$ cat config.mk
export PLATFORM = sky130hd
export DESIGN_NAME = dfbi_top
export DESIGN_NICKNAME = d
export VERILOG_FILES = /design/src/rtl/dfbi_pkg.sv /design/src/rtl/dfbi_buf.sv /design/src/rtl/dfbi_top.sv
export SDC_FILE = /design/constraint.sdc
export NUM_CORES = 1
export LEC_CHECK = 0
export BUFFER_PORTS_ARGS = -buffer_cell sky130_fd_sc_hd__buf_2
export CAP_MARGIN = 30
export CORE_MARGIN = 4
export CORE_UTILIZATION = 35
export CTS_CLUSTER_DIAMETER = 80
export DETAILED_ROUTE_END_ITERATION = 16
export PLACE_DENSITY_LB_ADDON = 0.2
export SLEW_MARGIN = 40
export SYNTH_ARGS = -nofsm -noshare
export SYNTH_HDL_FRONTEND = slang
export SYNTH_SLANG_ARGS = --single-unit
$ cat constraint.sdc
create_clock -name clk -period 4.6 [get_ports clk]
set_input_delay 0 -clock clk [delete_from_list [all_inputs] [get_ports clk]]
set_output_delay 0 -clock clk [all_outputs]
set_load 0.01 [all_outputs]
$ cat src/rtl/dfbi_pkg.sv
// Contract
// - bypass bit set, bitstream clear: external filter mode
// - frame pin word clock, bit pin clocks data
// - dual-line uses zero pins as data inputs
// - format 000/001/010 gives 16/20/24-bit words
// - oversample 00 8x, 01 4x, 10 16x
// - disabled bits ignore writes per mode
// - bitstream mode bit set: bitstream mode
// - bitstream pins: data, frame, system clock
// - fir response field picks one of four
// - speed 00 full, 01 half, 11 quarter
// - control word: rw msb, 7-bit index, data
// - zero field: off, even, 96h pattern
// - zero status bits mirror zero pins
// - reset bit write gives one reset pulse
package dfbi_pkg;
  // ****************
  // register indexes
  // ****************
  localparam logic [6:0] REG_INACT_A = 7'h10;
  localparam logic [6:0] REG_INACT_B = 7'h11;
  localparam logic [6:0] REG_FMT_FIR = 7'h12;
  localparam logic [6:0] REG_OUT_OPT = 7'h13;
  localparam logic [6:0] REG_SYS_MODE = 7'h14;
  localparam logic [6:0] REG_ZERO_EN = 7'h15;
  localparam logic [6:0] REG_ZERO_ST = 7'h16;
  // ****************
  // field positions
  // ****************
  localparam int BIT_RESET = 6;
  localparam int BIT_BITSTREAM = 5;
  localparam int BIT_BYPASS = 4;
  localparam int BIT_SINGLE_CHANNEL_MODE = 3;
  localparam int BIT_CHPICK = 2;
  localparam int BIT_OS_LO = 0;
  localparam int BIT_FMT_LO = 4;
  localparam int BIT_FIR_LO = 2;
  localparam int BIT_REV = 7;
  localparam int BIT_OPE = 4;
  localparam int BIT_DUAL = 2;
  localparam int BIT_ZERO_DETECT_MUTE = 0;
  localparam int BIT_DZ_LO = 1;
  localparam int BIT_WZ = 0;
  localparam int CW_BITS = 16;
  localparam int CW_HALF = 8;
  // ****************
  // reset values and write masks
  // ****************
  localparam logic [7:0] RST_FMT_FIR = 8'h00;
  localparam logic [7:0] RST_OUT_OPT = 8'h00;
  localparam logic [7:0] RST_SYS_MODE = 8'h00;
  localparam logic [7:0] RST_ZERO_EN = 8'h01;
  localparam logic [7:0] MSK_FMT_NORM = 8'h7C;
  localparam logic [7:0] MSK_FMT_FILT = 8'h70;
  localparam logic [7:0] MSK_FMT_BS = 8'h0C;
  localparam logic [7:0] MSK_OPT_NORM = 8'h95;
  localparam logic [7:0] MSK_OPT_FILT = 8'h95;
  localparam logic [7:0] MSK_OPT_BS = 8'h90;
  localparam logic [7:0] MSK_SYS_NORM = 8'h3F;
  localparam logic [7:0] MSK_SYS_FILT = 8'h3F;
  localparam logic [7:0] MSK_SYS_BS = 8'h2F;
  localparam logic [7:0] MSK_ZER_NORM = 8'h07;
  localparam logic [7:0] MSK_ZER_FILT = 8'h01;
  localparam logic [7:0] MSK_ZER_BS = 8'h06;
  // ****************
  // codes
  // ****************
  localparam logic [2:0] FMT_16 = 3'h0;
  localparam logic [2:0] FMT_20 = 3'h1;
  localparam logic [2:0] FMT_24 = 3'h2;
  localparam logic [1:0] OS_8X = 2'h0;
  localparam logic [1:0] OS_4X = 2'h1;
  localparam logic [1:0] OS_16X = 2'h2;
  localparam logic [1:0] SPD_FULL = 2'h0;
  localparam logic [1:0] SPD_HALF = 2'h1;
  localparam logic [1:0] SPD_QUART = 2'h3;
  localparam logic [7:0] PAT_96 = 8'h96;
  localparam logic [3:0] EVEN_ONES = 4'h4;
  localparam int WORD_W = 24;

  typedef struct packed {
    logic              bitstream;
    logic [WORD_W-1:0] left;
    logic [WORD_W-1:0] right;
  } dfbi_sample_t;

  typedef struct packed {
    logic       filter_bypass;
    logic       bitstream_mode;
    logic [2:0] word_format;
    logic [1:0] fir_response_select;
    logic [1:0] oversample_speed;
    logic [4:0] modulator_ratio;
    logic       single_channel_mode;
    logic       channel_pick;
    logic       polarity_invert;
    logic       output_disable;
    logic       zero_detect_mute;
  } dfbi_cfg_t;
endpackage : dfbi_pkg

$ cat src/rtl/dfbi_buf.sv
`timescale 1ns/1ps
module dfbi_buf #(
  parameter int W = 49
) (
  // clock and reset
  input  wire logic         clk,
  input  wire logic         rst_n,
  // fill side
  input  wire logic         in_valid,
  output logic              in_ready,
  input  wire logic [W-1:0] in_data,
  // drain side
  output logic              out_valid,
  input  wire logic         out_ready,
  output logic [W-1:0]      out_data
);
  logic [W-1:0] ent_r [2];
  logic [W-1:0] ent_nxt [2];
  logic [1:0]   cnt_r;
  logic [1:0]   cnt_nxt;
  logic         push;
  logic         pop;

  assign in_ready  = (cnt_r != 2'h2);
  assign out_valid = (cnt_r != 2'h0);
  assign out_data  = ent_r[0];
  assign push      = in_valid && in_ready;
  assign pop       = out_valid && out_ready;

  always_comb begin
    ent_nxt[0] = ent_r[0];
    ent_nxt[1] = ent_r[1];
    cnt_nxt    = cnt_r;
    if (pop) begin
      ent_nxt[0] = ent_r[1];
    end
    if (push) begin
      if (cnt_r == 2'h0 || (cnt_r == 2'h1 && pop)) begin
        ent_nxt[0] = in_data;
      end else begin
        ent_nxt[1] = in_data;
      end
    end
    cnt_nxt = cnt_r + {1'b0, push} - {1'b0, pop};
  end

  always_ff @(posedge clk or negedge rst_n) begin
    if (!rst_n) begin
      ent_r[0] <= '0;
      ent_r[1] <= '0;
      cnt_r    <= 2'h0;
    end else begin
      ent_r[0] <= ent_nxt[0];
      ent_r[1] <= ent_nxt[1];
      cnt_r    <= cnt_nxt;
    end
  end
endmodule : dfbi_buf

$ cat src/rtl/dfbi_top.sv
`timescale 1ns/1ps
module dfbi_top (
  // clock and reset
  input  wire logic                  clk,
  input  wire logic                  rst_n,
  // serial control port
  input  wire logic                  ctl_clk,
  input  wire logic                  ctl_sel_n,
  input  wire logic                  ctl_din,
  output logic                       ctl_dout_o,
  output logic                       ctl_dout_oe_n,
  // audio pins
  input  wire logic                  frame_clock_pin,
  input  wire logic                  bit_clock_pin,
  input  wire logic                  data_pin,
  input  wire logic                  sys_clock_pin,
  // zero pins, two-way
  input  wire logic                  left_zero_pin_i,
  output logic                       left_zero_pin_o,
  output logic                       left_zero_pin_oe_n,
  input  wire logic                  right_zero_pin_i,
  output logic                       right_zero_pin_o,
  output logic                       right_zero_pin_oe_n,
  // sample stream out
  output logic                       smp_valid,
  input  wire logic                  smp_ready,
  output dfbi_pkg::dfbi_sample_t     smp_data,
  // configuration and status
  output dfbi_pkg::dfbi_cfg_t        cfg,
  output logic                       sys_reset_pulse,
  output logic                       overflow_r
);
  // ****************
  // pin synchronisers
  // ****************
  localparam int NS = 8;
  logic [NS-1:0] pin_raw;
  logic [NS-1:0] s1_r;
  logic [NS-1:0] s2_r;
  logic [NS-1:0] s3_r;
  assign pin_raw = {ctl_clk, ctl_sel_n, ctl_din, frame_clock_pin, bit_clock_pin,
                    data_pin, sys_clock_pin, left_zero_pin_i};
  logic rz_s1_r;
  logic rz_s2_r;
  always_ff @(posedge clk or negedge rst_n) begin
    if (!rst_n) begin
      s1_r    <= 8'h40; // select idles high
      s2_r    <= 8'h40;
      s3_r    <= 8'h40;
      rz_s1_r <= 1'b0;
      rz_s2_r <= 1'b0;
    end else begin
      s1_r    <= pin_raw;
      s2_r    <= s1_r;
      s3_r    <= s2_r;
      rz_s1_r <= right_zero_pin_i;
      rz_s2_r <= rz_s1_r;
    end
  end
  logic c_clk, c_sel_n, c_din, wclk, bclk, dpin, sclk_p, lz_in, rz_in;
  logic c_rise, c_fall, w_rise, w_fall, b_rise, s_rise;
  assign {c_clk, c_sel_n, c_din, wclk, bclk, dpin, sclk_p, lz_in} = s2_r;
  assign rz_in  = rz_s2_r;
  assign c_rise = s2_r[7] && !s3_r[7];
  assign c_fall = !s2_r[7] && s3_r[7];
  assign w_rise = s2_r[4] && !s3_r[4];
  assign w_fall = !s2_r[4] && s3_r[4];
  assign b_rise = s2_r[3] && !s3_r[3];
  assign s_rise = s2_r[1] && !s3_r[1];

  // ****************
  // control registers
  // ****************
  logic [7:0] fmt_r, opt_r, sys_r, zen_r;
  logic [7:0] fmt_nxt, opt_nxt, sys_nxt, zen_nxt;
  logic [15:0] sr_r, sr_nxt;
  logic [4:0]  cnt_r, cnt_nxt;
  logic [7:0]  out_sr_r, out_sr_nxt;
  logic        dout_r, dout_nxt;
  logic        system_reset_bit_r, system_reset_bit_nxt;
  logic        filt_mode, bs_mode;
  logic [7:0]  rdata;
  logic [7:0]  zst;
  logic        wr_go;
  logic [7:0]  wdat;
  logic [7:0]  msk_fmt, msk_opt, msk_sys, msk_zen;

  localparam int BIT_BS = dfbi_pkg::BIT_BITSTREAM;
  assign filt_mode = !sys_r[BIT_BS] && sys_r[dfbi_pkg::BIT_BYPASS];
  assign bs_mode   = sys_r[BIT_BS];
  assign wdat      = {sr_r[6:0], c_din};
  assign wr_go     = !c_sel_n && c_rise && cnt_r == 5'(dfbi_pkg::CW_BITS - 1) && !sr_r[14];

  always_comb begin
    msk_fmt = dfbi_pkg::MSK_FMT_NORM;
    msk_opt = dfbi_pkg::MSK_OPT_NORM;
    msk_sys = dfbi_pkg::MSK_SYS_NORM;
    msk_zen = dfbi_pkg::MSK_ZER_NORM;
    if (bs_mode) begin
      msk_fmt = dfbi_pkg::MSK_FMT_BS;
      msk_opt = dfbi_pkg::MSK_OPT_BS;
      msk_sys = dfbi_pkg::MSK_SYS_BS;
      msk_zen = dfbi_pkg::MSK_ZER_BS;
    end else if (filt_mode) begin
      msk_fmt = dfbi_pkg::MSK_FMT_FILT;
      msk_opt = dfbi_pkg::MSK_OPT_FILT;
      msk_sys = dfbi_pkg::MSK_SYS_FILT;
      msk_zen = dfbi_pkg::MSK_ZER_FILT;
    end
  end

  always_comb begin
    case (sr_r[6:0])
      dfbi_pkg::REG_FMT_FIR:  rdata = fmt_r;
      dfbi_pkg::REG_OUT_OPT:  rdata = opt_r;
      dfbi_pkg::REG_SYS_MODE: rdata = sys_r;
      dfbi_pkg::REG_ZERO_EN:  rdata = zen_r;
      dfbi_pkg::REG_ZERO_ST:  rdata = zst;
      default:                rdata = 8'h00;
    endcase
  end

  always_comb begin
    sr_nxt     = sr_r;
    cnt_nxt    = cnt_r;
    out_sr_nxt = out_sr_r;
    dout_nxt   = dout_r;
    fmt_nxt    = fmt_r;
    opt_nxt    = opt_r;
    sys_nxt    = sys_r;
    zen_nxt    = zen_r;
    system_reset_bit_nxt   = 1'b0;
    if (c_sel_n) begin
      cnt_nxt = 5'h0;
    end else if (c_rise && cnt_r < 5'(dfbi_pkg::CW_BITS)) begin
      sr_nxt  = {sr_r[14:0], c_din};
      cnt_nxt = cnt_r + 5'h1;
      if (cnt_r == 5'(dfbi_pkg::CW_HALF - 1)) begin
        sr_nxt = {8'h00, sr_r[6:0], c_din};
      end
    end else if (c_fall && cnt_r >= 5'(dfbi_pkg::CW_HALF) && cnt_r < 5'(dfbi_pkg::CW_BITS)) begin
      if (cnt_r == 5'(dfbi_pkg::CW_HALF)) begin
        dout_nxt   = rdata[7];
        out_sr_nxt = {rdata[6:0], 1'b0};
      end else begin
        dout_nxt   = out_sr_r[7];
        out_sr_nxt = {out_sr_r[6:0], 1'b0};
      end
    end
    if (wr_go) begin
      case (sr_r[13:7])
        dfbi_pkg::REG_FMT_FIR:  fmt_nxt = (fmt_r & ~msk_fmt) | (wdat & msk_fmt);
        dfbi_pkg::REG_OUT_OPT:  opt_nxt = (opt_r & ~msk_opt) | (wdat & msk_opt);
        dfbi_pkg::REG_SYS_MODE: begin
          sys_nxt  = (sys_r & ~msk_sys) | (wdat & msk_sys);
          system_reset_bit_nxt = wdat[dfbi_pkg::BIT_RESET];
        end
        dfbi_pkg::REG_ZERO_EN:  zen_nxt = (zen_r & ~msk_zen) | (wdat & msk_zen);
        default:                sr_nxt = sr_nxt;
      endcase
    end
    if (system_reset_bit_r) begin
      fmt_nxt = dfbi_pkg::RST_FMT_FIR;
      opt_nxt = dfbi_pkg::RST_OUT_OPT;
      sys_nxt = dfbi_pkg::RST_SYS_MODE;
      zen_nxt = dfbi_pkg::RST_ZERO_EN;
    end
  end

  always_ff @(posedge clk or negedge rst_n) begin
    if (!rst_n) begin
      sr_r     <= '0;
      cnt_r    <= '0;
      out_sr_r <= '0;
      dout_r   <= 1'b0;
      fmt_r    <= dfbi_pkg::RST_FMT_FIR;
      opt_r    <= dfbi_pkg::RST_OUT_OPT;
      sys_r    <= dfbi_pkg::RST_SYS_MODE;
      zen_r    <= dfbi_pkg::RST_ZERO_EN;
      system_reset_bit_r   <= 1'b0;
    end else begin
      sr_r     <= sr_nxt;
      cnt_r    <= cnt_nxt;
      out_sr_r <= out_sr_nxt;
      dout_r   <= dout_nxt;
      fmt_r    <= fmt_nxt;
      opt_r    <= opt_nxt;
      sys_r    <= sys_nxt;
      zen_r    <= zen_nxt;
      system_reset_bit_r   <= system_reset_bit_nxt;
    end
  end
  logic rd_sel_r;
  assign ctl_dout_o      = dout_r;
  assign ctl_dout_oe_n   = !(!c_sel_n && cnt_r >= 5'(dfbi_pkg::CW_HALF) && rd_sel_r);
  assign sys_reset_pulse = system_reset_bit_r;
  always_ff @(posedge clk or negedge rst_n) begin
    if (!rst_n) begin
      rd_sel_r <= 1'b0;
    end else if (c_sel_n) begin
      rd_sel_r <= 1'b0;
    end else if (c_rise && cnt_r == 5'h0) begin
      rd_sel_r <= c_din;
    end
  end

  // ****************
  // configuration decode
  // ****************
  always_comb begin
    cfg                     = '0;
    cfg.filter_bypass       = filt_mode;
    cfg.bitstream_mode      = bs_mode;
    cfg.word_format         = fmt_r[dfbi_pkg::BIT_FMT_LO +: 3];
    cfg.fir_response_select = fmt_r[dfbi_pkg::BIT_FIR_LO +: 2];
    cfg.oversample_speed    = sys_r[dfbi_pkg::BIT_OS_LO +: 2];
    cfg.single_channel_mode = sys_r[dfbi_pkg::BIT_SINGLE_CHANNEL_MODE];
    cfg.channel_pick        = sys_r[dfbi_pkg::BIT_CHPICK];
    cfg.polarity_invert     = opt_r[dfbi_pkg::BIT_REV];
    cfg.output_disable      = opt_r[dfbi_pkg::BIT_OPE];
    cfg.zero_detect_mute    = opt_r[dfbi_pkg::BIT_ZERO_DETECT_MUTE];
    case (cfg.oversample_speed)
      dfbi_pkg::OS_8X:  cfg.modulator_ratio = 5'd8;
      dfbi_pkg::OS_4X:  cfg.modulator_ratio = 5'd4;
      dfbi_pkg::OS_16X: cfg.modulator_ratio = 5'd16;
      default:          cfg.modulator_ratio = 5'd0;
    endcase
  end

  // ****************
  // word and bitstream capture
  // ****************
  logic        dual;
  logic [23:0] lsh_r, rsh_r, lsh_nxt, rsh_nxt;
  logic [23:0] lw_r, lw_nxt;
  logic [23:0] wmask;
  logic [1:0]  div_r, div_nxt;
  logic [7:0]  lh_r, rh_r, lh_nxt, rh_nxt;
  logic        push, push_nxt;
  dfbi_pkg::dfbi_sample_t pdat_r, pdat_nxt;
  logic        in_ready;
  logic        ovf_nxt;
  assign dual = filt_mode && opt_r[dfbi_pkg::BIT_DUAL];
  always_comb begin
    case (cfg.word_format)
      dfbi_pkg::FMT_20: wmask = 24'h0FFFFF;
      dfbi_pkg::FMT_24: wmask = 24'hFFFFFF;
      default:          wmask = 24'h00FFFF;
    endcase
  end

  always_comb begin
    lsh_nxt  = lsh_r;
    rsh_nxt  = rsh_r;
    lw_nxt   = lw_r;
    div_nxt  = div_r;
    lh_nxt   = lh_r;
    rh_nxt   = rh_r;
    push_nxt = 1'b0;
    pdat_nxt = pdat_r;
    ovf_nxt  = overflow_r || (push && !in_ready);
    if (filt_mode) begin
      if (b_rise) begin
        lsh_nxt = {lsh_r[22:0], dual ? lz_in : dpin};
        rsh_nxt = {rsh_r[22:0], rz_in};
      end
      if (w_rise) begin
        lw_nxt = lsh_r & wmask;
        if (dual) begin
          push_nxt = 1'b1;
          pdat_nxt = '{bitstream: 1'b0, left: lsh_r & wmask, right: rsh_r & wmask};
        end
      end else if (w_fall && !dual) begin
        push_nxt = 1'b1;
        pdat_nxt = '{bitstream: 1'b0, left: lw_r, right: lsh_r & wmask};
      end
    end else if (bs_mode && s_rise) begin
      div_nxt = div_r + 2'h1;
      if ((cfg.oversample_speed == dfbi_pkg::SPD_FULL) ||
          (cfg.oversample_speed == dfbi_pkg::SPD_HALF && div_r[0]) ||
          (cfg.oversample_speed == dfbi_pkg::SPD_QUART && div_r == 2'h3)) begin
        lh_nxt   = {lh_r[6:0], dpin};
        rh_nxt   = {rh_r[6:0], wclk};
        push_nxt = 1'b1;
        pdat_nxt = '{bitstream: 1'b1, left: {23'h0, dpin}, right: {23'h0, wclk}};
      end
    end
    if (system_reset_bit_r) begin
      ovf_nxt = push && !in_ready; // set wins over clear
    end
  end

  always_ff @(posedge clk or negedge rst_n) begin
    if (!rst_n) begin
      lsh_r      <= '0;
      rsh_r      <= '0;
      lw_r       <= '0;
      div_r      <= '0;
      lh_r       <= '0;
      rh_r       <= '0;
      push       <= 1'b0;
      pdat_r     <= '0;
      overflow_r <= 1'b0;
    end else begin
      lsh_r      <= lsh_nxt;
      rsh_r      <= rsh_nxt;
      lw_r       <= lw_nxt;
      div_r      <= div_nxt;
      lh_r       <= lh_nxt;
      rh_r       <= rh_nxt;
      push       <= push_nxt;
      pdat_r     <= pdat_nxt;
      overflow_r <= ovf_nxt;
    end
  end

  dfbi_buf #(.W($bits(dfbi_pkg::dfbi_sample_t))) u_buf (
    .clk       (clk),
    .rst_n     (rst_n),
    .in_valid  (push),
    .in_ready  (in_ready),
    .in_data   (pdat_r),
    .out_valid (smp_valid),
    .out_ready (smp_ready),
    .out_data  (smp_data)
  );

  // ****************
  // zero flags
  // ****************
  logic zl_r, zr_r, zl_nxt, zr_nxt;
  function automatic logic bs_zero(input logic [7:0] h, input logic [1:0] dz);
    logic [3:0] ones;
    ones = 4'h0;
    for (int i = 0; i < 8; i++) begin
      ones = ones + {3'h0, h[i]};
    end
    if (dz[1]) begin
      bs_zero = (h == dfbi_pkg::PAT_96);
    end else begin
      bs_zero = dz[0] && (ones == dfbi_pkg::EVEN_ONES);
    end
  endfunction : bs_zero
  always_comb begin
    zl_nxt = zl_r;
    zr_nxt = zr_r;
    if (bs_mode) begin
      zl_nxt = bs_zero(lh_r, zen_r[dfbi_pkg::BIT_DZ_LO +: 2]);
      zr_nxt = bs_zero(rh_r, zen_r[dfbi_pkg::BIT_DZ_LO +: 2]);
    end else if (push) begin
      zl_nxt = zen_r[dfbi_pkg::BIT_WZ] && pdat_r.left == '0;
      zr_nxt = zen_r[dfbi_pkg::BIT_WZ] && pdat_r.right == '0;
    end
  end
  always_ff @(posedge clk or negedge rst_n) begin
    if (!rst_n) begin
      zl_r <= 1'b0;
      zr_r <= 1'b0;
    end else begin
      zl_r <= zl_nxt;
      zr_r <= zr_nxt;
    end
  end
  assign left_zero_pin_o     = zl_r;
  assign right_zero_pin_o    = zr_r;
  assign left_zero_pin_oe_n  = dual;
  assign right_zero_pin_oe_n = dual;
  assign zst                 = {6'h00, zr_r, zl_r};
endmodule : dfbi_top
==> reports/qor.yml <==
layout_setup_ws_ps: 1102
cts_setup_buffers: 0
fmax_mhz: 285.9
die_y_um: 209.1
syn-cell-area_mm2: 0.01415
grt_overflow: 0
cp-start-kind: "register"
cts_inserted_buffers: 36
worstSetupPathType: "register to register"
synth_edf_count: 0
ys_types: 68
max_cap_violations: 0
area_growth_pct: 13.43
final_nets: 1286
grt_pass1_vias: 9142
period_share_pct: 76.04
diodes: 0
yosysWarnings: 0
fin_worst_skew_ps: 29.35
fill_cells: 3920
ys_ff_latch: 313
cts_tree: "built"
worstSkewPairLatency_ps: 520
grt_usage_pct: 14.52
ys_seq_area_share_pct: 55.38
crit_arrival_ps: 3930
wl_um: 31400
relSlewSlack_pct: 51.22
synth_simple_gate_area_share_pct: 10.56
synth_area_leaders: "dfrtp_1, mux2_2, nand2_1, mux2i_1, buf_4"
yosysTopAreaCellShare_pct: 54.82
setup_violations: 0
cts_htree_levels: 2
reg2reg_depth: 12
synth_cells: 1222
cp_max_fo: 3
multi_input_area_mm2: 0.005480
cts.sinks: 313
drt-vias-per-instance: 4.958
synth_compound_gate_area_share_pct: 7.375
core_area_mm2: 0.03982
status: "completed"
antenna_found_initial: 0
route.detailed.wl_per_inst_um: 17.41
clockBufferDepth: 3
async_flop_share_pct: 100.0
antenna_left: 0
synth_fa_ha_area_share_pct: 2.370
vdd_drop_max_mv: 0.2807
dp_hpwl_um: 20950
drtIter0Drc: 561
vias: 8940
rows: 73
critPathRequiredTime_ps: 5040
firstDrtPassIters: 4
ioPinCount: 89
rsz0062_at_grt: "no"
clockRootBuffer: "clkbuf_16"
p_leak_nw: 7.855
hold-path-cell-count: 2
synth_ff_type: "dfrtp_1"
gp_congestion: 0.7660
worst_hold_path_type: "primary input to register"
tightest_slew_ps: 731.7
drive_above_1_share_pct: 26.13
yosys.area.top_type: "dfrtp_1"
die_area_mm2: 0.04371
grt_first_pass_wirelength_um: 52280
start_util_pct: 35.53
maxSlewViolCount: 0
synth_xor_area_share_pct: 0.4333
regArea_mm2: 0.007836
tns_ps: 0
grt_max_degree: 112
min_period_ps: 3498
portBuffers: 86
synthMuxAreaShare_pct: 17.54
end_kind: "register"
place_ws_ps: 1119
hold_viol: 0
power_density_mw_per_mm2: 372.3
dieWidth_um: 209.1
clk_pin_slew_worst_paths_ps: 60
synth_top_family_by_area: "multiplexers"
remaining_drc_errors: 0
syn_avg_cell_area_um2: 11.58
layer usage:
metal	GRT usage [%]	up-vias	part of all wire, %	routed length [um]
met5	0	-	0	0
met4	2.925	0	1.5	474
met3	2.402	38	3.8	1188
met2	22.74	152	47	14760
met1	21.48	4501	48	14980
li1	-	4249	-	-
synthesized netlist by cell type, types with 18 or more instances:
master and number:
clkbuf_1 37, a22o_1 19, mux2i_1 71, o21ai_0 74, buf_2 21, dfrtp_1 310
nand3_1 18, nand2_1 192, mux2_2 156, a21oi_1 40, nor2_1 34, inv_1 41
buf_4 61
cells in the final DEF (no fill, tap or decap), types with 7 or more instances in the layout:
cell,count
clkbuf_8,7
mux2_2,156
nand2_1,191
dlygate4sd3_1,11
buf_4,13
nand4_1,10
clkbuf_16,38
nand3_1,18
o2bb2ai_1,8
nor4_1,13
inv_1,41
fa_1,8
a21oi_1,40
mux2i_1,71
clkbuf_1,13
nor2b_1,8
ha_1,14
o21ai_0,74
dfrtp_1,310
buf_2,85
nor2_1,33
a22o_1,19
worst paths after layout:
kind                                           from  slack (ps)                           end
max in group asynchronous                     rst_n        2850        pdat_r[27]$_DFFE_PN0P_
worst min register to register    s1_r[7]$_DFF_PN0_         350             s2_r[7]$_DFF_PN0_
worst max-delay path            rh_r[0]$_DFFE_PN0P_        1100  right_zero_pin_o$_DFFE_PN0P_
worst min-delay path                      ctl_sel_n         120             s1_r[6]$_DFF_PN1_
min in group asynchronous                     rst_n         470   u_buf.ent_r[10]$_DFFE_PN0P_
worst max register to register  rh_r[0]$_DFFE_PN0P_        1100  right_zero_pin_o$_DFFE_PN0P_
state kept, by name, summed over array words and instances (netlist names), 15 cells and up:
register / flops
lw_r: 24
u_buf.out_data: 49
rsh_r: 24
sr_r: 15
lsh_r: 24
u_buf.ent_r: 49
pdat_r: 49
power by group:
| group | switching (W) | internal [W] |
|---|---|---|
| clock network | 0.00111 | 0.00169 |
| registers | 0.0000636 | 0.00279 |
| logic | 0.000201 | 0.000122 |
| total | 0.00137 | 0.00460 |
final cells by class:
cell class	instances	area share, %
Clock buffer	58	6.829
Clock inverter	6	0.4287
Sequential cell	313	48.82
Multi-Input combinational cell	744	34.14
Timing Repair Buffer	115	4.701
Tap cell	525	4.093
Inverter	42	0.9822
critical path: stages, from the launching register on:
cell and delay [ps]:
dfrtp_1 340, inv_1 80, fa_1 570, fa_1 430
fa_1 440, inv_1 70, ha_1 160, inv_1 60
fa_1 470, nor4bb_1 360, nand4_1 130, a21boi_0 200
a211o_1 120
through the flow:
stage	power, W	util [%]	area [um^2]	std cells	hold slack, ps
2_1_floorplan	0.003089	-	14150	1223	-295.6
3_3_place_gp	0.003221	36.86	14680	1725	106.3
3_5_place_dp	0.003231	37.01	14740	1727	-70.29
4_1_cts	0.006085	40.26	16030	1803	81.71
5_1_grt	0.006237	40.30	16050	1803	117.3
6_report	0.005976	40.30	16050	1803	115.6
cells by family after synthesis:
kind of cell    Yosys count
mux                     228
flops                   313
compound gates          168
simple gates            317
xor+xnor                  7
buf+inv                 166
fa+ha+maj                22
other cells               1
timing repair:
action	in CTS	in global routing
resized for setup	0	0
hold buffers	12	0
hold endpoints to repair	271	0
No activity file was read; power rests on OpenSTA's default activity.
